$ cat src/logic/sadc_pkg.sv
// package: register map, field positions, reset values and timing counts
package sadc_pkg;
  // ****************************************************************
  // register indices; the bus byte address is four times the index
  // ****************************************************************
  localparam logic [7:0] IDX_RESULT_LOW   = 8'hc2;
  localparam logic [7:0] IDX_RESULT_HIGH  = 8'hc3;
  localparam logic [7:0] IDX_CONTROL_ONE  = 8'he1;
  localparam logic [7:0] IDX_CONTROL_TWO  = 8'he2;
  localparam logic [7:0] IDX_COMPARE_LOW  = 8'he3;
  localparam logic [7:0] IDX_COMPARE_HIGH = 8'he4;
  localparam logic [7:0] IDX_CONTROL_ZERO = 8'he8;
  localparam logic [7:0] IDX_ACQ_TIME     = 8'hf2;
  localparam logic [7:0] IDX_P0_DISCONN   = 8'hf6;
  // ****************************************************************
  // field positions
  // ****************************************************************
  localparam int BIT_DONE     = 7;
  localparam int BIT_START    = 6;
  localparam int BIT_TRIG_SEL = 1;
  localparam int BIT_POWER    = 0;
  localparam int BIT_POLARITY = 6;
  localparam int BIT_CMP_ON   = 5;
  localparam int BIT_CMP_OUT  = 4;
  localparam int DIV_LSB      = 4;
  // ****************************************************************
  // reset values and codes
  // ****************************************************************
  localparam logic [7:0] RST_CONTROL_ONE = 8'h20;
  localparam logic [2:0] RST_DIVIDER     = 3'h2;
  localparam logic [3:0] CHAN_BANDGAP    = 4'hf;
  localparam logic [3:0] CHAN_LAST_PIN   = 4'h7;
  localparam logic [3:0] SAR_STEPS       = 4'ha;
  localparam logic [1:0] AXI_OKAY        = 2'h0;
  localparam logic [1:0] AXI_SLVERR      = 2'h2;
  typedef enum logic [1:0] {
    SADC_IDLE,
    SADC_ACQ,
    SADC_CONV
  } sadc_state_t;
endpackage : sadc_pkg

$ cat src/logic/sadc_ctrl.sv
// sadc_ctrl: successive-approximation converter control with AXI4-Lite
//
// Summary of operation
// - done flag sets at completion, software clears
// - no new conversion while done flag is one
// - writing one to start bit launches conversion
// - busy bit reads one throughout conversion
// - selector picks pins zero-seven or band-gap
// - power off disconnects inputs, powers down
// - converter clock is system clock over two-power-code
// - trigger select enables falling-edge pin start
// - pin triggers during busy are silently dropped
// - polarity chooses greater-equal or less-than compare
// - compare output refreshed at completion only while comparator on
// - sampling lasts one plus field converter clocks
// - disconnect bit forces port pin read zero
// - result split high eight, low two bits
// - compare value split high eight, low two
// - completion clears busy, sets done, interrupt
// - pin start also sets busy bit
module sadc_ctrl (
  input  wire logic        aclk,
  input  wire logic        aresetn,
  input  wire logic [31:0] s_axil_awaddr,
  input  wire logic        s_axil_awvalid,
  output logic             s_axil_awready,
  input  wire logic [31:0] s_axil_wdata,
  input  wire logic [3:0]  s_axil_wstrb,
  input  wire logic        s_axil_wvalid,
  output logic             s_axil_wready,
  output logic [1:0]       s_axil_bresp,
  output logic             s_axil_bvalid,
  input  wire logic        s_axil_bready,
  input  wire logic [31:0] s_axil_araddr,
  input  wire logic        s_axil_arvalid,
  output logic             s_axil_arready,
  output logic [31:0]      s_axil_rdata,
  output logic [1:0]       s_axil_rresp,
  output logic             s_axil_rvalid,
  input  wire logic        s_axil_rready,
  input  wire logic        external_start_pin,
  input  wire logic [9:0]  sar_bit_in,
  input  wire logic [7:0]  port0_pin_in,
  output logic [7:0]       port0_read_value,
  output logic [3:0]       input_channel_sel,
  output logic [8:0]       analog_input_connect,
  output logic             converter_power_on,
  output logic             sample_hold,
  output logic             conv_done_irq
);
  // ****************************************************************
  // registers
  // ****************************************************************
  logic              conv_done_flag_q;
  logic              conv_start_busy_q;
  logic [3:0]        chan_q;
  logic [2:0]        conv_clock_divider_q;
  logic              external_trigger_sel_q;
  logic              power_q;
  logic              compare_polarity_q;
  logic              comparator_on_q;
  logic              compare_output_q;
  logic [9:0]        compare_value_q;
  logic [9:0]        conv_result_q;
  logic [9:0]        sar_q;
  logic [7:0]        acq_time_field_q;
  logic [7:0]        port0_input_disconnect_q;
  sadc_pkg::sadc_state_t state_q;
  logic [7:0]        acq_cnt_q;
  logic [3:0]        step_q;
  logic [6:0]        div_cnt_q;
  logic              pin_s1_q;
  logic              pin_s2_q;
  logic              pin_s3_q;
  logic [7:0]        port0_s1_q;
  logic [7:0]        port0_s2_q;
  logic [9:0]        sar_s1_q;
  logic [9:0]        sar_s2_q;
  logic              aw_held_q;
  logic              w_held_q;
  logic [7:0]        aw_addr_q;
  logic [7:0]        w_data_q;
  logic              w_lane_q;

  // ****************************************************************
  // helpers
  // ****************************************************************
  function automatic logic [7:0] byte_addr(input logic [31:0] a);
    byte_addr = a[9:2]; // one aligned word per register
  endfunction : byte_addr

  function automatic logic cmp_eval(input logic [9:0] r,
                                    input logic [9:0] c,
                                    input logic       pol);
    cmp_eval = pol ? (r < c) : (r >= c);
  endfunction : cmp_eval

  // ****************************************************************
  // input synchronisers
  // ****************************************************************
  always_ff @(posedge aclk) begin
    if (!aresetn) begin
      pin_s1_q   <= 1'b1;
      pin_s2_q   <= 1'b1;
      pin_s3_q   <= 1'b1;
      port0_s1_q <= 8'h00;
      port0_s2_q <= 8'h00;
      sar_s1_q   <= 10'h000;
      sar_s2_q   <= 10'h000;
    end else begin
      pin_s1_q   <= external_start_pin;
      pin_s2_q   <= pin_s1_q;
      pin_s3_q   <= pin_s2_q;
      port0_s1_q <= port0_pin_in;
      port0_s2_q <= port0_s1_q;
      sar_s1_q   <= sar_bit_in;
      sar_s2_q   <= sar_s1_q;
    end
  end

  // ****************************************************************
  // bus write capture
  // ****************************************************************
  logic       wr_fire;
  logic       wr_hit;
  logic       pin_fall;
  logic       sw_start;
  logic       start_go;
  logic       conv_tick;
  logic       finish;
  logic [6:0] div_last;

  assign wr_fire  = aw_held_q && w_held_q && !s_axil_bvalid;
  assign wr_hit   = wr_fire && w_lane_q;
  assign pin_fall = pin_s3_q && !pin_s2_q;
  assign sw_start = wr_hit && (aw_addr_q == sadc_pkg::IDX_CONTROL_ZERO)
                    && w_data_q[sadc_pkg::BIT_START];
  // pin edge only counts when selected and not busy
  assign start_go = (state_q == sadc_pkg::SADC_IDLE) && !conv_done_flag_q
                    && power_q
                    && (sw_start || (external_trigger_sel_q && pin_fall));
  assign div_last = 7'((8'h01 << conv_clock_divider_q) - 8'h01);
  assign conv_tick = (div_cnt_q == div_last);
  assign finish   = (state_q == sadc_pkg::SADC_CONV) && conv_tick
                    && (step_q == sadc_pkg::SAR_STEPS - 4'h1);

  always_ff @(posedge aclk) begin
    if (!aresetn) begin
      aw_held_q <= 1'b0;
      w_held_q  <= 1'b0;
      aw_addr_q <= 8'h00;
      w_data_q  <= 8'h00;
      w_lane_q  <= 1'b0;
    end else begin
      if (s_axil_awvalid && s_axil_awready) begin
        aw_held_q <= 1'b1;
        aw_addr_q <= byte_addr(s_axil_awaddr);
      end else if (wr_fire) begin
        aw_held_q <= 1'b0;
      end
      if (s_axil_wvalid && s_axil_wready) begin
        w_held_q <= 1'b1;
        w_data_q <= s_axil_wdata[7:0];
        w_lane_q <= s_axil_wstrb[0];
      end else if (wr_fire) begin
        w_held_q <= 1'b0;
      end
    end
  end

  always_ff @(posedge aclk) begin
    if (!aresetn) begin
      s_axil_awready <= 1'b0;
      s_axil_wready  <= 1'b0;
      s_axil_bvalid  <= 1'b0;
      s_axil_bresp   <= sadc_pkg::AXI_OKAY;
    end else begin
      s_axil_awready <= !aw_held_q && !(s_axil_awvalid && s_axil_awready);
      s_axil_wready  <= !w_held_q && !(s_axil_wvalid && s_axil_wready);
      if (wr_fire) begin
        s_axil_bvalid <= 1'b1;
        case (aw_addr_q)
          sadc_pkg::IDX_CONTROL_ZERO, sadc_pkg::IDX_CONTROL_ONE,
          sadc_pkg::IDX_CONTROL_TWO, sadc_pkg::IDX_COMPARE_LOW,
          sadc_pkg::IDX_COMPARE_HIGH, sadc_pkg::IDX_ACQ_TIME,
          sadc_pkg::IDX_P0_DISCONN, sadc_pkg::IDX_RESULT_LOW,
          sadc_pkg::IDX_RESULT_HIGH: s_axil_bresp <= sadc_pkg::AXI_OKAY;
          default: s_axil_bresp <= sadc_pkg::AXI_SLVERR;
        endcase
      end else if (s_axil_bvalid && s_axil_bready) begin
        s_axil_bvalid <= 1'b0;
      end
    end
  end

  // ****************************************************************
  // software-written configuration
  // ****************************************************************
  always_ff @(posedge aclk) begin
    if (!aresetn) begin
      chan_q                   <= 4'h0;
      conv_clock_divider_q     <= sadc_pkg::RST_DIVIDER;
      external_trigger_sel_q   <= 1'b0;
      power_q                  <= 1'b0;
      compare_polarity_q       <= 1'b0;
      comparator_on_q          <= 1'b0;
      compare_value_q          <= 10'h000;
      acq_time_field_q         <= 8'h00;
      port0_input_disconnect_q <= 8'h00;
    end else if (wr_hit) begin
      if (aw_addr_q == sadc_pkg::IDX_CONTROL_ZERO) begin
        chan_q <= w_data_q[3:0];
      end else if (aw_addr_q == sadc_pkg::IDX_CONTROL_ONE) begin
        conv_clock_divider_q   <= w_data_q[sadc_pkg::DIV_LSB +: 3];
        external_trigger_sel_q <= w_data_q[sadc_pkg::BIT_TRIG_SEL];
        power_q                <= w_data_q[sadc_pkg::BIT_POWER];
      end else if (aw_addr_q == sadc_pkg::IDX_CONTROL_TWO) begin
        compare_polarity_q <= w_data_q[sadc_pkg::BIT_POLARITY];
        comparator_on_q    <= w_data_q[sadc_pkg::BIT_CMP_ON];
      end else if (aw_addr_q == sadc_pkg::IDX_COMPARE_LOW) begin
        compare_value_q[1:0] <= w_data_q[1:0];
      end else if (aw_addr_q == sadc_pkg::IDX_COMPARE_HIGH) begin
        compare_value_q[9:2] <= w_data_q;
      end else if (aw_addr_q == sadc_pkg::IDX_ACQ_TIME) begin
        acq_time_field_q <= w_data_q;
      end else if (aw_addr_q == sadc_pkg::IDX_P0_DISCONN) begin
        port0_input_disconnect_q <= w_data_q;
      end
    end
  end

  // ****************************************************************
  // conversion sequencer
  // ****************************************************************
  always_ff @(posedge aclk) begin
    if (!aresetn) begin
      state_q   <= sadc_pkg::SADC_IDLE;
      div_cnt_q <= 7'h00;
      acq_cnt_q <= 8'h00;
      step_q    <= 4'h0;
      sar_q     <= 10'h000;
    end else begin
      div_cnt_q <= (start_go || conv_tick) ? 7'h00 : div_cnt_q + 7'h01;
      case (state_q)
        sadc_pkg::SADC_IDLE: begin
          if (start_go) begin
            state_q   <= sadc_pkg::SADC_ACQ;
            acq_cnt_q <= acq_time_field_q;
          end
        end
        sadc_pkg::SADC_ACQ: begin
          if (conv_tick) begin
            if (acq_cnt_q == 8'h00) begin
              state_q <= sadc_pkg::SADC_CONV;
              step_q  <= 4'h0;
            end else begin
              acq_cnt_q <= acq_cnt_q - 8'h01;
            end
          end
        end
        sadc_pkg::SADC_CONV: begin
          if (conv_tick) begin
            sar_q[4'h9 - step_q] <= sar_s2_q[4'h9 - step_q];
            step_q <= step_q + 4'h1;
            if (finish) begin
              state_q <= sadc_pkg::SADC_IDLE;
            end
          end
        end
        default: state_q <= sadc_pkg::SADC_IDLE;
      endcase
    end
  end

  // ****************************************************************
  // status, result and compare output
  // ****************************************************************
  logic [9:0] final_result;
  assign final_result = {sar_q[9:1], sar_s2_q[0]};

  always_ff @(posedge aclk) begin
    if (!aresetn) begin
      conv_start_busy_q <= 1'b0;
      conv_done_flag_q  <= 1'b0;
      conv_result_q     <= 10'h000;
      compare_output_q  <= 1'b0;
      conv_done_irq     <= 1'b0;
    end else begin
      conv_done_irq <= finish;
      if (start_go) begin
        conv_start_busy_q <= 1'b1;
      end else if (finish) begin
        conv_start_busy_q <= 1'b0;
      end
      if (finish) begin
        conv_done_flag_q <= 1'b1;
        conv_result_q    <= final_result;
        if (comparator_on_q) begin
          compare_output_q <= cmp_eval(final_result, compare_value_q,
                                       compare_polarity_q);
        end
      end else if (wr_hit && (aw_addr_q == sadc_pkg::IDX_CONTROL_ZERO)
                   && !w_data_q[sadc_pkg::BIT_DONE]) begin
        conv_done_flag_q <= 1'b0;
      end
    end
  end

  // ****************************************************************
  // analog side and port 0
  // ****************************************************************
  always_ff @(posedge aclk) begin
    if (!aresetn) begin
      converter_power_on   <= 1'b0;
      input_channel_sel    <= 4'h0;
      analog_input_connect <= 9'h000;
      sample_hold          <= 1'b0;
      port0_read_value     <= 8'h00;
    end else begin
      converter_power_on <= power_q;
      input_channel_sel  <= chan_q;
      sample_hold        <= (state_q == sadc_pkg::SADC_ACQ);
      if (!power_q) begin
        analog_input_connect <= 9'h000;
      end else if (chan_q == sadc_pkg::CHAN_BANDGAP) begin
        analog_input_connect <= 9'h100;
      end else if (chan_q <= sadc_pkg::CHAN_LAST_PIN) begin
        analog_input_connect <= 9'((9'h001) << chan_q[2:0]);
      end else begin
        analog_input_connect <= 9'h000;
      end
      port0_read_value <= port0_s2_q & ~port0_input_disconnect_q;
    end
  end

  // ****************************************************************
  // bus read
  // ****************************************************************
  always_ff @(posedge aclk) begin
    if (!aresetn) begin
      s_axil_arready <= 1'b0;
      s_axil_rvalid  <= 1'b0;
      s_axil_rdata   <= 32'h0000_0000;
      s_axil_rresp   <= sadc_pkg::AXI_OKAY;
    end else begin
      s_axil_arready <= !s_axil_rvalid && !(s_axil_arvalid && s_axil_arready);
      if (s_axil_arvalid && s_axil_arready) begin
        s_axil_rvalid <= 1'b1;
        s_axil_rresp  <= sadc_pkg::AXI_OKAY;
        if (byte_addr(s_axil_araddr) == sadc_pkg::IDX_CONTROL_ZERO) begin
          s_axil_rdata <= {24'h0, conv_done_flag_q, conv_start_busy_q,
                           2'h0, chan_q};
        end else if (byte_addr(s_axil_araddr) == sadc_pkg::IDX_CONTROL_ONE) begin
          s_axil_rdata <= {25'h0, conv_clock_divider_q, 2'h0,
                           external_trigger_sel_q, power_q};
        end else if (byte_addr(s_axil_araddr) == sadc_pkg::IDX_CONTROL_TWO) begin
          s_axil_rdata <= {25'h0, compare_polarity_q, comparator_on_q,
                           compare_output_q, 4'h0};
        end else if (byte_addr(s_axil_araddr) == sadc_pkg::IDX_COMPARE_LOW) begin
          s_axil_rdata <= {30'h0, compare_value_q[1:0]};
        end else if (byte_addr(s_axil_araddr) == sadc_pkg::IDX_COMPARE_HIGH) begin
          s_axil_rdata <= {24'h0, compare_value_q[9:2]};
        end else if (byte_addr(s_axil_araddr) == sadc_pkg::IDX_ACQ_TIME) begin
          s_axil_rdata <= {24'h0, acq_time_field_q};
        end else if (byte_addr(s_axil_araddr) == sadc_pkg::IDX_P0_DISCONN) begin
          s_axil_rdata <= {24'h0, port0_input_disconnect_q};
        end else if (byte_addr(s_axil_araddr) == sadc_pkg::IDX_RESULT_LOW) begin
          s_axil_rdata <= {30'h0, conv_result_q[1:0]};
        end else if (byte_addr(s_axil_araddr) == sadc_pkg::IDX_RESULT_HIGH) begin
          s_axil_rdata <= {24'h0, conv_result_q[9:2]};
        end else begin
          s_axil_rdata <= 32'h0000_0000;
          s_axil_rresp <= sadc_pkg::AXI_SLVERR;
        end
      end else if (s_axil_rvalid && s_axil_rready) begin
        s_axil_rvalid <= 1'b0;
      end
    end
  end
endmodule : sadc_ctrl

$ cat config.mk
export PLATFORM = sky130hd
export DESIGN_NAME = sadc_ctrl
export DESIGN_NICKNAME = d
export VERILOG_FILES = /design/src/logic/sadc_pkg.sv /design/src/logic/sadc_ctrl.sv
export SDC_FILE = /design/constraint.sdc
export NUM_CORES = 1
export LEC_CHECK = 0
export BUFFER_PORTS_ARGS = -buffer_cell sky130_fd_sc_hd__buf_2
export CORE_ASPECT_RATIO = 0.9
export CORE_MARGIN = 2
export CORE_UTILIZATION = 50
export CTS_BUF_LIST = sky130_fd_sc_hd__clkbuf_8
export CTS_CLUSTER_SIZE = 16
export DETAILED_ROUTE_END_ITERATION = 12
export PLACE_DENSITY = 0.78
export SLEW_MARGIN = 25
export SYNTH_ARGS = -nofsm -noshare
export SYNTH_HDL_FRONTEND = slang
export SYNTH_SLANG_ARGS = --single-unit
$ cat constraint.sdc
create_clock -name aclk -period 1.9 [get_ports aclk]
set_input_delay 0.095 -clock aclk [delete_from_list [all_inputs] [get_ports aclk]]
set_output_delay 0.095 -clock aclk [all_outputs]
set_load 0.03 [all_outputs]
==> results.md <==
- Outcome: complete, but fails checks
- Failing checks: negative setup slack
- Ports: 191
- Die width: 136 um
- Pwr Density: 700 nW/um^2
- Die height: 123 um
- CORE AREA: 15400 um^2
- Fillers: 1224
- Global Route Usage Sum: 0.241
- Critical path endpoint category: flop
- Detailed Place HPWL: 14.3 mm
- Fmax: 511 MHz
- Via density: 5.52
- Maximum Capacitance Violations: 0
- Worst Hold Class: primary input to flop
- Placed Area: 8910 um^2
- Yosys top cell area share: 0.450
- Worst VDD drop: 0.447 mV
- Synth Warn #: 0
- Hold Violations, Final: 0
- CTS H-tree lvls: 4
- Vias in the first global route: 6394
- Post-layout min period: 1.96 ns
- Diode count: 0
- Mapped Cells: 903
- Least-Margin Pin Slew: 0.514 ns
- Max Slew Vio Count: 0
- Setup Skew: 0.0188 ns
- Yosys reg bits: 177
- Prevailing post-synth register cell: dfxtp_1
- WL final: 20.9 mm
- Crit path launch type: flop
- Kind of critical path: flop to flop
- CTS clock-pin slew for the worst setup and hold paths: 0.09 ns
- GPL Wtd Cong: 0.935
- Normalized max-slew margin: 0.656
- CTS sink count: 177
- Post-synth EDFFs: 0
- Avg Cell Area, Syn: 8.72 um^2
- Crit Path Max Fanout: 6
- Area growth syn-to-layout: 27.7%
- Setup violations, final: 5
- Yosys cell types: 77
- CTS buffer count: 17
- Routed vias: 7165
- Hold Path Depth: 3
- Worst skew pair latency: 0.47 ns
- Hold_sp: aresetn
- Fin nets: 1229
- Synth area leaders: dfxtp_1, mux2i_1, nor2_1, a21oi_1, nand2_1
- First-pass GRT wire length: 31.5 mm
- Worst slack at placement: -0.118 ns
- Post-synthesis sequential area ratio: 0.450
- Area leader, netlist: dfxtp_1
- Start point of the critical path: s_axil_bvalid$_SDFFE_PN0P_
- CTS root buf: clkbuf_8
- DRT iter0 DRCs: 666
- PnR worst setup slack: -0.0573 ns
- Layout cell share with drive strength beyond 1: 0.266
- Final ANT Viol Nets: 0
- Final Cell Area: 10100 um^2
- Initial Utilization: 0.512
- DRC: 0
- Rows: 43
- Async set-or-reset flop fraction in the synthesized netlist: 0
- Initial antenna violation count: 0
- Most numerous cell in the Yosys netlist: dfxtp_1
- Netlist Area Pre-Place: 7880 um^2
- R2R depth: 7
- CTS tree: yes
- Port bufs: 89
- Largest buffer count on any clock path: 2
- Reg2reg start: s_axil_bvalid$_SDFFE_PN0P_
- First-pass DRT Iterations: 6
- Worst Path Arrival: 2.29 ns
- Static leakage: 4.17 nW
- Most frequent cells after synthesis: dfxtp_1, nor2_1, nand2_1
- Largest net degree at the start of global routing: 42
- Unrepaired setup endpoints after global routing: yes
- Total congestion overflow: 0
- Die ar.: 16800 um^2
- Period utilization: 1.03
- Worst path required time: 2.23 ns
- DR WL/cell: 16.1 um
==> cells by family (layout without fill, tap and decap cells) <==
kind of cell	after synthesis	after routing	share of synthesized area
AOI/OAI and AO/OA	183	183	0.148
xor gates and xnor gates	7	7	0.00778
adders and majority gates	19	19	0.0300
buffers and inverters	107	275	0.0661
DFF	177	177	0.450
muxes	50	50	0.0670
other	1	26	0.000476
and+or+nand+nor	359	359	0.231
==> cell usage in the layout, fill, tap and decap left out, drive strengths merged, types with 4 or more instances in the layout <==
cell type      n
a211oi         5
dfxtp        177
a31oi          7
o31ai          5
a21oi         68
nor2          97
and3           5
nand4          8
nor3          16
or2            5
nor2b          8
a221oi         6
nand3b         5
o21ai         45
o22ai          7
inv           32
a32oi          4
clkinv         4
or3            4
o311ai         9
nand2b        14
dlygate4sd3   38
xnor2          4
conb          26
nand3         34
nand4b         6
mux2i         46
buf          180
clkbuf        18
o41ai          4
and2          47
nor4           7
ha            18
nand2         89
==> sequential cells by signal (all words and copies together), names as in the netlist, 8 cells and up <==
name	cells
sar_q	9
port0_s2_q	8
port0_s1_q	8
acq_cnt_q	8
port0_read_value	8
conv_result_q	10
s_axil_rdata	8
aw_addr_q	8
w_data_q	8
sar_s1_q	10
compare_value_q	10
sar_s2_q	10
acq_time_field_q	8
port0_input_disconnect_q	8
analog_input_connect	9
==> final timing paths <==
kind / slack, ns / end
max: -0.06 / acq_cnt_q[6]$_SDFFE_PN0P_
min: 0.03 / s_axil_rdata[2]$_SDFFE_PN0P_
max reg2reg: -0.06 / acq_cnt_q[6]$_SDFFE_PN0P_
min reg2reg: 0.43 / port0_read_value[7]$_SDFF_PN0_
==> metrics by stage <==
stage	total power [mW]	setup TNS, ns	hold slack (ns)	instances	utilization
floorplan	4.40	-0.0376	0.196	928	-
global placement	4.58	-0.421	0.299	1221	0.579
detailed placement	4.60	-0.813	0.300	1221	0.579
CTS	6.99	-0.0232	0.0236	1291	0.631
global route	7.30	-0.990	0.0367	1298	0.654
finish	7.04	-0.155	0.0340	1298	0.654
==> power by group <==
part / switching [mW] / internal (mW) / total, mW
logic: 0.457 / 0.312 / 0.768
registers: 0.0621 / 3.80 / 3.86
clock network: 1.35 / 1.07 / 2.41
total: 1.86 / 5.17 / 7.04
==> routing by layer <==
layer | routed length, um | global-route usage | vias to the layer above
met5 | 0 | 0 | -
li1 | - | - | 3471
met3 | 1420 | 0.0508 | 42
met4 | 454 | 0.0755 | 0
met1 | 8850 | 0.313 | 3391
met2 | 10200 | 0.404 | 261
==> cell type report <==
class / count / area [um^2] / share of cell area
clock buffer: 18 / 248 / 0.0246
clock inverter: 12 / 110 / 0.0109
inverter: 27 / 101 / 0.0101
multi-input combinational: 644 / 4200 / 0.418
sequential: 177 / 3570 / 0.355
tap: 202 / 253 / 0.0251
timing repair buffer: 218 / 1570 / 0.156
==> timing repair <==
| item | 4_1_cts | 5_1_grt |
|---|---|---|
| hold endpoints to repair | 38 | 0 |
| pin swaps | 7 | 19 |
| resized for setup | 22 | 68 |
| gates cloned | 0 | 1 |
| setup buffers | 2 | 6 |
| endpoints found under the setup margin | 26 | 48 |
| hold buffers | 38 | 0 |
==> worst max-delay path: stages, from the launching register on <==
cell,delay (ns)
dfxtp_1,0.32
nand4b_1,0.30
nor4_4,0.33
o21ai_2,0.14
nor2b_4,0.17
buf_6,0.14
o311ai_1,0.31
o31ai_1,0.13
(Power assumes the default switching activity.)
